--- config.mk ---
export PLATFORM = sky130hd
export DESIGN_NAME = ltq_top
export DESIGN_NICKNAME = d
export VERILOG_FILES = /design/src/hdl/ltq_pkg.sv /design/src/hdl/ltq_top.sv
export VERILOG_INCLUDE_DIRS = /design/src /design/src/hdl
export SDC_FILE = /design/constraint.sdc
export NUM_CORES = 2
export LEC_CHECK = 0
export ABC_AREA = 1
export BUFFER_PORTS_ARGS = -buffer_cell sky130_fd_sc_hd__buf_2
export CORE_ASPECT_RATIO = 1.75
export CORE_MARGIN = 2
export CORE_UTILIZATION = 65
export DETAILED_ROUTE_END_ITERATION = 10
export PLACE_DENSITY = 0.92
export SYNTH_ARGS = -nofsm -noshare
export SYNTH_HDL_FRONTEND = slang
export SYNTH_SLANG_ARGS = --single-unit
export TNS_END_PERCENT = 5
--- constraint.sdc ---
create_clock -name i_clk -period 23.5 [get_ports i_clk]
set_clock_uncertainty 0.15 [all_clocks]
set_input_delay 2.35 -clock i_clk [delete_from_list [all_inputs] [get_ports i_clk]]
set_output_delay 2.35 -clock i_clk [all_outputs]
set_load 0.1 [all_outputs]
--- src/hdl/ltq_defines.svh ---
// Purpose: Constants for the lap trigger qualifier.
// Assumes: 20 MHz system clock.
// Notes:   Offsets, reset values and timing counts.
`ifndef LTQ_DEFINES_SVH
`define LTQ_DEFINES_SVH
`define LTQ_CLK_HZ        20000000
`define LTQ_TICK_US       1000
`define LTQ_TICK_CYC      ((`LTQ_CLK_HZ / 1000000) * `LTQ_TICK_US)
`define LTQ_DET_MAIN_MS   16'h000F
`define LTQ_DET_SUB_MS    16'h001E
`define LTQ_LOCK_MS       16'h1388
`define LTQ_MIN_PCT       8'h50
`define LTQ_MAX_PCT       8'h78
`define LTQ_CTRL_RST      6'h11
`define LTQ_THRESH_RST    16'h0800
`define LTQ_A_CTRL        8'h00
`define LTQ_A_THRESH      8'h04
`define LTQ_A_DETM        8'h08
`define LTQ_A_DETS        8'h0C
`define LTQ_A_LOCK        8'h10
`define LTQ_A_MINSPD      8'h14
`define LTQ_A_TRACK       8'h18
`define LTQ_A_PCT         8'h1C
`define LTQ_A_PRESET      8'h20
`define LTQ_A_FRAGLIM     8'h24
`define LTQ_A_CNT         8'h28
`define LTQ_A_STAT        8'h2C
`define LTQ_A_DIST        8'h30
`define LTQ_A_CMD         8'h34
`define LTQ_B_POL         0
`define LTQ_B_DIG         1
`define LTQ_B_GPS         2
`define LTQ_B_SUBEN       3
`define LTQ_B_FORCEN      4
`define LTQ_B_TESTB       5
`endif

--- src/hdl/ltq_pkg.sv ---
// Purpose: Types for the lap trigger qualifier.
// Assumes: Nothing beyond the defines header.
// Notes:   Recording sequencer states.
`default_nettype none
package ltq_pkg;
   typedef enum logic [1:0] {
      LTQ_IDLE, LTQ_RUN, LTQ_CLOSE, LTQ_DOWN
   } ltq_state_e;
endpackage : ltq_pkg
`default_nettype wire

--- src/hdl/ltq_top.sv ---
// Purpose: Lap trigger qualification with lap, outing, fragment counters.
// Assumes: Millisecond tick from a divider; sources synchronised every clock, counted on that tick.
// Notes:   Registers over a plain strobe port, read data one cycle later.
// Functional notes
// - Trigger level comes from any selected measurement source value.
// - Low polarity fires below threshold, high polarity fires above.
// - Main trigger ends a lap; optional sub trigger marks a segment.
// - Sub trigger is disabled when satellite trigger is the source.
// - Main pulse 20 ms low; detection time about 15 ms.
// - Sub pulse 40 ms low; detection time about 30 ms.
// - Triggers are ignored while speed is under the minimum.
// - Triggers are rejected during the lock time after a main trigger.
// - Main triggers are rejected until minimum lap distance is covered.
// - A forced main trigger replaces a missed real one.
// - Threshold applies only to non-digital sources.
// - Satellite trigger input is used only in satellite mode.
// - Counter reset loads stored presets, not zero.
// - After power-on idle; recording starts on global start.
// - Each accepted lap trigger closes a lap and opens a new one.
// - Power loss or start false closes the lap, then shuts down.
// - Outing counts once per power cycle with a real valid lap.
// - Lap counter counts pit exit, trigger to trigger, and forced laps.
// - Fragment counts on test bench, power cycle and size/time limit.
// - Source must stay active for the detection time before firing.
// - Lock time defaults to 5 s; zero disables it.
// - Distance lock holds to a percentage of track; zero disables.
// - Forced trigger at max percentage; new distance starts at excess.
`include "ltq_defines.svh"
`default_nettype none
module ltq_top
   import ltq_pkg::*;
#(
   parameter int TICK_CYC = `LTQ_TICK_CYC
) (
   input  wire logic        i_clk,
   input  wire logic        i_resetn,
   input  wire logic [15:0] i_src_value,
   input  wire logic        i_src_digital,
   input  wire logic        i_gps_trig,
   input  wire logic [15:0] i_speed,
   input  wire logic [7:0]  i_dist_inc,
   input  wire logic        i_power_ok,
   input  wire logic        i_start_cond,
   input  wire logic        i_frag_size_hit,
   input  wire logic [7:0]  i_addr,
   input  wire logic [31:0] i_wdata,
   input  wire logic        i_wr,
   input  wire logic        i_rd,
   output logic      [31:0] o_rdata,
   output logic             o_main_trig,
   output logic             o_sub_trig,
   output logic             o_forced,
   output logic             o_recording
);
   // Configuration registers.
   logic [5:0]  ctrl_r;
   logic [15:0] thresh_r, detm_r, dets_r, lock_r, minspd_r;
   logic [23:0] track_r;
   logic [7:0]  minpct_r, maxpct_r;
   logic [15:0] pre_lap_r, pre_frag_r;
   logic [7:0]  pre_out_r;
   logic [15:0] fraglim_r;
   // Runtime state.
   logic [15:0] lap_r, frag_r;
   logic [7:0]  out_r;
   logic [31:0] dist_r;
   logic [15:0] lock_cnt_r, cnt_m_r, cnt_s_r, frag_t_r;
   logic        fired_m_r, fired_s_r, real_lap_r, out_done_r;
   logic        src_m1_r, src_m2_r, src_m3_r, gps1_r, gps2_r, gps3_r;
   logic        first_r, cnt_rst_r;
   logic [31:0] tick_cnt_r;
   logic        tick_r;
   ltq_state_e  st_r;
   logic [31:0] rdata_nxt;

   // Distance limits from the track length and percentages.
   function automatic logic [31:0] pct_of(input logic [23:0] len,
                                          input logic [7:0] pct);
      logic [31:0] prod;
      prod = 32'(len) * 32'(pct);
      return prod / 32'd100;
   endfunction : pct_of

   wire [31:0] min_dist = pct_of(track_r, minpct_r);
   wire [31:0] max_dist = pct_of(track_r, maxpct_r);
   wire gps_mode = ctrl_r[`LTQ_B_GPS];
   wire running  = (st_r == LTQ_RUN);

   // Millisecond tick divider.
   always_ff @(posedge i_clk or negedge i_resetn) begin
      if (!i_resetn) begin
         tick_cnt_r <= 32'h0;
         tick_r     <= 1'b0;
      end else if (tick_cnt_r == 32'(TICK_CYC - 1)) begin
         tick_cnt_r <= 32'h0;
         tick_r     <= 1'b1;
      end else begin
         tick_cnt_r <= tick_cnt_r + 32'h1;
         tick_r     <= 1'b0;
      end
   end

   // Threshold compare; digital sources skip it.
   logic src_act;
   always_comb begin
      if (i_src_digital)
         src_act = (i_src_value[0] == ctrl_r[`LTQ_B_POL]);
      else if (ctrl_r[`LTQ_B_POL])
         src_act = (i_src_value > thresh_r);
      else
         src_act = (i_src_value < thresh_r);
   end

   // Level and pin synchronisers; second and third must agree.
   always_ff @(posedge i_clk or negedge i_resetn) begin
      if (!i_resetn) begin
         src_m1_r <= 1'b0;
         src_m2_r <= 1'b0;
         src_m3_r <= 1'b0;
         gps1_r   <= 1'b0;
         gps2_r   <= 1'b0;
         gps3_r   <= 1'b0;
      end else begin
         src_m1_r <= src_act;
         src_m2_r <= src_m1_r;
         src_m3_r <= src_m2_r;
         gps1_r   <= i_gps_trig;
         gps2_r   <= gps1_r;
         gps3_r   <= gps2_r;
      end
   end
   wire src_on  = src_m2_r & src_m3_r;
   wire src_off = ~src_m2_r & ~src_m3_r;

   // Detection filters; main uses detm_r, sub uses the longer dets_r.
   wire det_main = tick_r & src_on & ~fired_m_r & (cnt_m_r + 16'h1 >= detm_r);
   wire det_sub  = tick_r & src_on & ~fired_s_r & (cnt_s_r + 16'h1 >= dets_r)
                   & ctrl_r[`LTQ_B_SUBEN] & ~gps_mode;
   logic gps_q_r;
   always_ff @(posedge i_clk or negedge i_resetn) begin
      if (!i_resetn) begin
         cnt_m_r   <= 16'h0;
         cnt_s_r   <= 16'h0;
         fired_m_r <= 1'b0;
         fired_s_r <= 1'b0;
         gps_q_r   <= 1'b0;
      end else begin
         gps_q_r <= gps2_r & gps3_r;
         if (src_off) begin
            cnt_m_r   <= 16'h0;
            cnt_s_r   <= 16'h0;
            fired_m_r <= 1'b0;
            fired_s_r <= 1'b0;
         end else if (tick_r && src_on) begin
            if (cnt_m_r != 16'hFFFF) cnt_m_r <= cnt_m_r + 16'h1;
            if (cnt_s_r != 16'hFFFF) cnt_s_r <= cnt_s_r + 16'h1;
            if (det_main) fired_m_r <= 1'b1;
            if (det_sub)  fired_s_r <= 1'b1;
         end
      end
   end

   // Acceptance of a main trigger.
   wire raw_main = gps_mode ? (gps2_r & gps3_r & ~gps_q_r)
                            : det_main;
   wire qual_ok  = (i_speed >= minspd_r)
                 & (lock_cnt_r == 16'h0)
                 & (first_r | minpct_r == 8'h0 |
                    dist_r >= min_dist);
   wire accept   = running & raw_main & qual_ok;
   wire force_tr = running & ~accept & ctrl_r[`LTQ_B_FORCEN]
                 & ~first_r & (dist_r >= max_dist)
                 & (max_dist != 32'h0);
   wire lap_ev   = accept | force_tr;
   wire sub_ok   = running & det_sub & (i_speed >= minspd_r)
                 & (lock_cnt_r == 16'h0);

   // Lock timer, loaded in ticks after each main trigger.
   always_ff @(posedge i_clk or negedge i_resetn) begin
      if (!i_resetn)
         lock_cnt_r <= 16'h0;
      else if (lap_ev)
         lock_cnt_r <= lock_r;
      else if (tick_r && lock_cnt_r != 16'h0)
         lock_cnt_r <= lock_cnt_r - 16'h1;
   end

   // Lap distance; forced trigger keeps the excess over track.
   always_ff @(posedge i_clk or negedge i_resetn) begin
      if (!i_resetn)
         dist_r <= 32'h0;
      else if (force_tr)
         dist_r <= dist_r - 32'(track_r);
      else if (accept)
         dist_r <= 32'h0;
      else if (running)
         dist_r <= dist_r + 32'(i_dist_inc);
   end

   // Recording sequencer.
   always_ff @(posedge i_clk or negedge i_resetn) begin
      if (!i_resetn)
         st_r <= LTQ_IDLE;
      else
         case (st_r)
            LTQ_IDLE: if (i_power_ok && i_start_cond)
               st_r <= LTQ_RUN;
            LTQ_RUN: if (!i_power_ok || !i_start_cond)
               st_r <= LTQ_CLOSE;
            LTQ_CLOSE: st_r <= LTQ_DOWN;
            LTQ_DOWN: if (i_power_ok && i_start_cond)
               st_r <= LTQ_RUN;
            default: st_r <= LTQ_IDLE;
         endcase
   end

   // Lap, outing and fragment counters.
   // Closing a run in test-bench operation opens a new fragment.
   wire frag_my = ctrl_r[`LTQ_B_TESTB] & (st_r == LTQ_CLOSE);
   wire frag_lim  = running & ((fraglim_r != 16'h0 && tick_r &&
                    frag_t_r + 16'h1 >= fraglim_r) | i_frag_size_hit);
   wire restart   = (st_r == LTQ_DOWN) & i_power_ok & i_start_cond;
   always_ff @(posedge i_clk or negedge i_resetn) begin
      if (!i_resetn) begin
         lap_r      <= 16'h0;
         out_r      <= 8'h0;
         frag_r     <= 16'h0;
         frag_t_r   <= 16'h0;
         first_r    <= 1'b1;
         real_lap_r <= 1'b0;
         out_done_r <= 1'b0;
      end else if (cnt_rst_r) begin
         lap_r  <= pre_lap_r;
         out_r  <= pre_out_r;
         frag_r <= pre_frag_r;
      end else begin
         if (lap_ev) begin
            lap_r   <= lap_r + 16'h1;
            first_r <= 1'b0;
         end
         if (accept && !first_r)
            real_lap_r <= 1'b1;
         if (real_lap_r && !out_done_r) begin
            out_r      <= out_r + 8'h1;
            out_done_r <= 1'b1;
         end
         frag_t_r <= frag_lim ? 16'h0 :
                     (running && tick_r) ? frag_t_r + 16'h1 : frag_t_r;
         if (frag_lim || restart || frag_my)
            frag_r <= frag_r + 16'h1;
         if (st_r == LTQ_CLOSE)
            first_r <= 1'b1;
         // A new power cycle must earn its own outing again.
         if (restart) begin
            real_lap_r <= 1'b0;
            out_done_r <= 1'b0;
         end
      end
   end

   // Register writes; command word requests the preset load.
   always_ff @(posedge i_clk or negedge i_resetn) begin
      if (!i_resetn) begin
         ctrl_r     <= `LTQ_CTRL_RST;
         thresh_r   <= `LTQ_THRESH_RST;
         detm_r     <= `LTQ_DET_MAIN_MS;
         dets_r     <= `LTQ_DET_SUB_MS;
         lock_r     <= `LTQ_LOCK_MS;
         minspd_r   <= 16'h0000;
         track_r    <= 24'h000000;
         minpct_r   <= `LTQ_MIN_PCT;
         maxpct_r   <= `LTQ_MAX_PCT;
         pre_lap_r  <= 16'h0;
         pre_out_r  <= 8'h0;
         pre_frag_r <= 16'h0;
         fraglim_r  <= 16'h0;
         cnt_rst_r  <= 1'b0;
      end else begin
         cnt_rst_r <= i_wr && i_addr == `LTQ_A_CMD && i_wdata[0];
         if (i_wr)
            case (i_addr)
               `LTQ_A_CTRL:    ctrl_r    <= i_wdata[5:0];
               `LTQ_A_THRESH:  thresh_r  <= i_wdata[15:0];
               `LTQ_A_DETM:    detm_r    <= i_wdata[15:0];
               `LTQ_A_DETS:    dets_r    <= i_wdata[15:0];
               `LTQ_A_LOCK:    lock_r    <= i_wdata[15:0];
               `LTQ_A_MINSPD:  minspd_r  <= i_wdata[15:0];
               `LTQ_A_TRACK:   track_r   <= i_wdata[23:0];
               `LTQ_A_PCT: begin
                  minpct_r <= i_wdata[7:0];
                  maxpct_r <= i_wdata[15:8];
               end
               `LTQ_A_PRESET: begin
                  pre_lap_r  <= i_wdata[15:0];
                  pre_frag_r <= {8'h00, i_wdata[23:16]};
                  pre_out_r  <= i_wdata[31:24];
               end
               `LTQ_A_FRAGLIM: fraglim_r <= i_wdata[15:0];
               default: ;
            endcase
      end
   end

   // Read mux; lap, outing and low fragment byte are readable, internal timers are not.
   always_comb begin
      case (i_addr)
         `LTQ_A_CTRL:    rdata_nxt = {26'h0, ctrl_r};
         `LTQ_A_THRESH:  rdata_nxt = {16'h0, thresh_r};
         `LTQ_A_DETM:    rdata_nxt = {16'h0, detm_r};
         `LTQ_A_DETS:    rdata_nxt = {16'h0, dets_r};
         `LTQ_A_LOCK:    rdata_nxt = {16'h0, lock_r};
         `LTQ_A_MINSPD:  rdata_nxt = {16'h0, minspd_r};
         `LTQ_A_TRACK:   rdata_nxt = {8'h0, track_r};
         `LTQ_A_PCT:     rdata_nxt = {16'h0, maxpct_r, minpct_r};
         `LTQ_A_PRESET:  rdata_nxt = {pre_out_r, pre_frag_r[7:0], pre_lap_r};
         `LTQ_A_FRAGLIM: rdata_nxt = {16'h0, fraglim_r};
         `LTQ_A_CNT:     rdata_nxt = {out_r, frag_r[7:0], lap_r};
         `LTQ_A_STAT:    rdata_nxt = {26'h0, real_lap_r, o_forced,
                                      first_r, 1'b0, st_r};
         `LTQ_A_DIST:    rdata_nxt = dist_r;
         default:        rdata_nxt = 32'h0;
      endcase
   end

   // Registered outputs.
   always_ff @(posedge i_clk or negedge i_resetn) begin
      if (!i_resetn) begin
         o_rdata     <= 32'h0;
         o_main_trig <= 1'b0;
         o_sub_trig  <= 1'b0;
         o_forced    <= 1'b0;
         o_recording <= 1'b0;
      end else begin
         o_rdata     <= i_rd ? rdata_nxt : 32'h0;
         o_main_trig <= lap_ev;
         o_sub_trig  <= sub_ok;
         o_forced    <= force_tr;
         o_recording <= running;
      end
   end

   // Assertions.
   main_pulse_a: assert property (@(posedge i_clk) disable iff (!i_resetn)
      lap_ev |=> o_main_trig) else $error("main pulse missing");
   lock_load_a: assert property (@(posedge i_clk) disable iff (!i_resetn)
      lap_ev |=> lock_cnt_r == $past(lock_r)) else $error("lock bad");
   speed_gate_a: assert property (@(posedge i_clk) disable iff (!i_resetn)
      accept |-> i_speed >= minspd_r) else $error("slow accept");
   gps_sub_a: assert property (@(posedge i_clk) disable iff (!i_resetn)
      gps_mode |-> !sub_ok) else $error("sub in gps mode");
   idle_start_a: assert property (@(posedge i_clk) disable iff (!i_resetn)
      (st_r == LTQ_IDLE && !i_start_cond) |=> st_r == LTQ_IDLE)
      else $error("started early");
   stop_close_a: assert property (@(posedge i_clk) disable iff (!i_resetn)
      (running && !i_start_cond) |=> st_r == LTQ_CLOSE ##1 st_r == LTQ_DOWN)
      else $error("no close");
   preset_load_a: assert property (@(posedge i_clk) disable iff (!i_resetn)
      cnt_rst_r |=> lap_r == $past(pre_lap_r)) else $error("preset");
   force_flag_a: assert property (@(posedge i_clk) disable iff (!i_resetn)
      (force_tr && !cnt_rst_r) |=> o_forced && lap_r == $past(lap_r) + 16'h1)
      else $error("forced lap");
   // Once the outing is counted it stays put until the next power cycle.
   out_once_a: assert property (
      @(posedge i_clk) disable iff (!i_resetn)
      (out_done_r && !cnt_rst_r) |=> $stable(out_r))
      else $error("outing counted twice");
   frag_restart_a: assert property (
      @(posedge i_clk) disable iff (!i_resetn)
      (restart && !cnt_rst_r) |=> frag_r == $past(frag_r) + 16'h1)
      else $error("restart fragment missing");
   dist_excess_a: assert property (
      @(posedge i_clk) disable iff (!i_resetn)
      force_tr |=> dist_r == $past(dist_r) - 32'($past(track_r)))
      else $error("forced lap distance");
endmodule : ltq_top
`default_nettype wire

==> summary.txt <==
Status
  – Run status: complete, no violations

Min path
  – Worst hold path startpoint: src_m1_r$_DFF_PN0_
  – Path category of the worst min-delay check: register to register

Route
  – Vias per inst: 6.02
  – Total DRC errors in the routed layout: 0
  – Routed wire length per instance: 19.2 um
  – Antenna violation net count after detailed routing: 0
  – Total wire length after detailed routing: 141,000 um
  – Number of search-and-repair iterations in the first detailed-routing pass: 9
  – Starting DRC count in detailed routing: 3,889
  – Total number of vias: 44,300

Logic synthesis
  – Xor/xnor share of the synthesized area: 0.0417
  – Library cells used by synthesis: 86
  – Share of the yosys chip area belonging to registers: 0.212
  – Post-synthesis area per instance: 7.13 um2
  – Total of warnings raised by yosys: 0
  – Count of flip-flops with a built-in enable after synthesis: 0
  – Gate count of the mapped netlist: 6,407
  – Fraction of synthesized cell area taken by the top area cell type: 0.199
  – Register bit total from synthesis: 386
  – Cell with the most instances after synthesis: sky130_fd_sc_hd__nand2_1
  – Main combinational cell family by area after synthesis: simple AND/OR/NAND/NOR gates
  – Largest area contributor in the netlist: sky130_fd_sc_hd__dfrtp_1
  – Top cells by area in the synthesized netlist: sky130_fd_sc_hd__dfrtp_1 20%, sky130_fd_sc_hd__nand2_1 13%, sky130_fd_sc_hd__fa_1 12%
  – Commonest cells post-synth: 1,617 x sky130_fd_sc_hd__nand2_1, 1,207 x sky130_fd_sc_hd__inv_1, 363 x sky130_fd_sc_hd__dfrtp_1, 338 x sky130_fd_sc_hd__nand3_1, 297 x sky130_fd_sc_hd__o21ai_0
  – Post-synthesis simple-gate area fraction: 0.314
  – Mapped Nets: 7,042
  – Post-synthesis mux area share: 0.000493
  – Fraction of the mapped netlist area in adder cells: 0.193
  – Mapped cell area: 45,700 um2
  – Fraction of the mapped netlist area in compound gates: 0.108
  – Leading register cell type out of synthesis: sky130_fd_sc_hd__dfrtp_1
  – Ys async rst share: 1.00

STA
  – Max-slew headroom: 0.102
  – Final count of negative-setup-slack endpoints: 0
  – Number of max-slew violations in the final report: 0
  – Minimum hold slack: 0.200 ns
  – Final critical-path required period: 21.90 ns
  – Tightest Pin Transition: 1.35 ns
  – Maximum achievable frequency: 45.7 MHz
  – Final setup TNS: 0 ns
  – Number of hold violations in the final report: 0
  – Period utilisation layout: 0.932

GRT
  – Largest net degree at the start of global routing: 129
  – Wire length of the first global-routing pass: 219,000 um
  – GRT Resource Usage Total: 0.381
  – Remaining global-route overflow: 0
  – Antenna violations before repair: 5
  – Via count of the first global-routing pass: 44,900

Clock network
  – CTS Buffer Depth: 3
  – Number of buffers created by CTS: 34
  – Clock root buffer: sky130_fd_sc_hd__clkbuf_16
  – CTS tree: done
  – Clk Latency, worst-skew pair: 0.59 ns
  – Clock slew at reported path FFs: 0.07 ns
  – Htree depth: 2
  – Number of sinks on the clock net: 386
  – Cts hold-fix bufs: 0

Floorplanning
  – Initial core utilization: 0.656
  – DIE WIDTH: 204 um
  – Vert. Die Dim: 355 um
  – Core footprint: 69,700 um2
  – Overall die area: 72,500 um2
  – Num ports: 125
  – Standard-cell rows: 128

Critical path
  – Critical Path End Type: register
  – CP max stage cell: sky130_fd_sc_hd__dfrtp_1
  – Classification of the worst setup path: register to register
  – Reg-to-reg setup timing slack: 1.60 ns
  – Largest fanout on the critical path: 26
  – Worst setup path startpoint: maxpct_r[7]$_DFFE_PN0P_
  – Cell with the most instances on the worst path: sky130_fd_sc_hd__nand2_4
  – CP required: 23.86 ns
  – RR Startpoint: maxpct_r[7]$_DFFE_PN0P_
  – Maximum cell stage delay along the critical path: 1.09 ns
  – Worst setup SP type: register
  – Crit path arrival time: 22.26 ns

Final layout
  – Nets@finish: 7,055
  – Area added between synthesis and finish: 5.57%
  – Share of layout cells above drive strength 1: 0.135

Placement
  – Final GP Congestion: 1.04
  – Port bufs: 124
  – Final HPWL from detailed placement: 106,000 um

Run
  – Count of maximum capacitance violations: 0
[flip-flops by register name, summed over array words and instances, names as in the netlist, 16 cells and up]
register / flops
thresh_r: 16
detm_r: 16
lock_r: 16
lap_r: 16
frag_t_r: 16
o_rdata: 32
dets_r: 16
cnt_s_r: 16
track_r: 24
pre_lap_r: 16
tick_cnt_r: 32
lock_cnt_r: 16
fraglim_r: 16
cnt_m_r: 16
minspd_r: 16
dist_r: 32
[kinds of logic (layout without fill, tap and decap cells)]
group	count (synthesis)	count (layout)
DFF	386	386
and+or+nand+nor	2960	2962
AOI/OAI and AO/OA	822	822
adders and majority gates	546	546
buffers and inverters	1481	1517
xor gates and xnor gates	210	210
other	0	4
muxes	2	2
[per-layer routing]
layer | GRT usage | share of wire
met1 | 0.371 | 0.31
met2 | 0.665 | 0.48
met3 | 0.0826 | 0.089
met4 | 0.350 | 0.12
met5 | 0 | 0.000099
[timing repair]
action,4_1_cts,5_1_grt
resized for setup,0,66
endpoints found under the setup margin,0,68
setup buffers,0,23
[cell usage in the layout, fill, tap and decap left out, types with 66 or more instances in the layout]
cell	Yosys	final
sky130_fd_sc_hd__a21oi_1	186	184
sky130_fd_sc_hd__buf_2	4	123
sky130_fd_sc_hd__dfrtp_1	363	342
sky130_fd_sc_hd__fa_1	266	266
sky130_fd_sc_hd__ha_1	280	280
sky130_fd_sc_hd__inv_1	1207	1206
sky130_fd_sc_hd__nand2_1	1617	1613
sky130_fd_sc_hd__nand2_2	223	227
sky130_fd_sc_hd__nand2_4	87	86
sky130_fd_sc_hd__nand3_1	338	338
sky130_fd_sc_hd__nand4_1	130	130
sky130_fd_sc_hd__nor2_1	290	288
sky130_fd_sc_hd__nor3_1	70	66
sky130_fd_sc_hd__o21ai_0	297	294
sky130_fd_sc_hd__o22ai_1	71	71
sky130_fd_sc_hd__xor2_1	169	167
[path summary, 6_finish.rpt]
kind	to	cells after the start
setup / recovery	dist_r[14]$_DFFE_PN0P_	154
hold / removal	src_m2_r$_DFF_PN0_	0
setup reg to reg	dist_r[14]$_DFFE_PN0P_	154
hold reg to reg	src_m2_r$_DFF_PN0_	0
max in group asynchronous	frag_t_r[8]$_DFFE_PN0P_	4
min in group asynchronous	cnt_s_r[0]$_DFFE_PN0P_	1
[through the flow]
stage / std cells / util / area (um2) / setup WS (ns)
final: 7359 / 0.693 / 48200 / 1.60
after global routing: 7355 / 0.692 / 48200 / -0.159
after CTS: 7329 / 0.685 / 47700 / 1.06
after detailed placement: 7268 / 0.669 / 46600 / 1.15
after global placement: 7268 / 0.669 / 46600 / 1.97
after floorplan: 6407 / - / 45700 / 4.82
[worst max-delay path, delay by kind of cell (launching register included)]
family,cells,cell delay (ns)
DFF,1,1.09
buffers and inverters,10,0.92
xor gates and xnor gates,2,0.42
AOI/OAI and AO/OA,16,3.15
adders and majority gates,6,2.76
and+or+nand+nor,120,13.25
[final cells by class]
cell class / instances / area (um2)
clock buffer: 43 / 946
antenna: 4 / 10.0
inverter: 1279 / 4820
clock inverter: 18 / 210
multi-input combinational: 4542 / 30200
tap: 910 / 1140
fill: 5489 / 21400
timing repair buffer: 177 / 1170
sequential: 386 / 9730
Power is not shown: default switching activity piles up to over one toggle a cycle in this logic, so the estimate is an artifact.
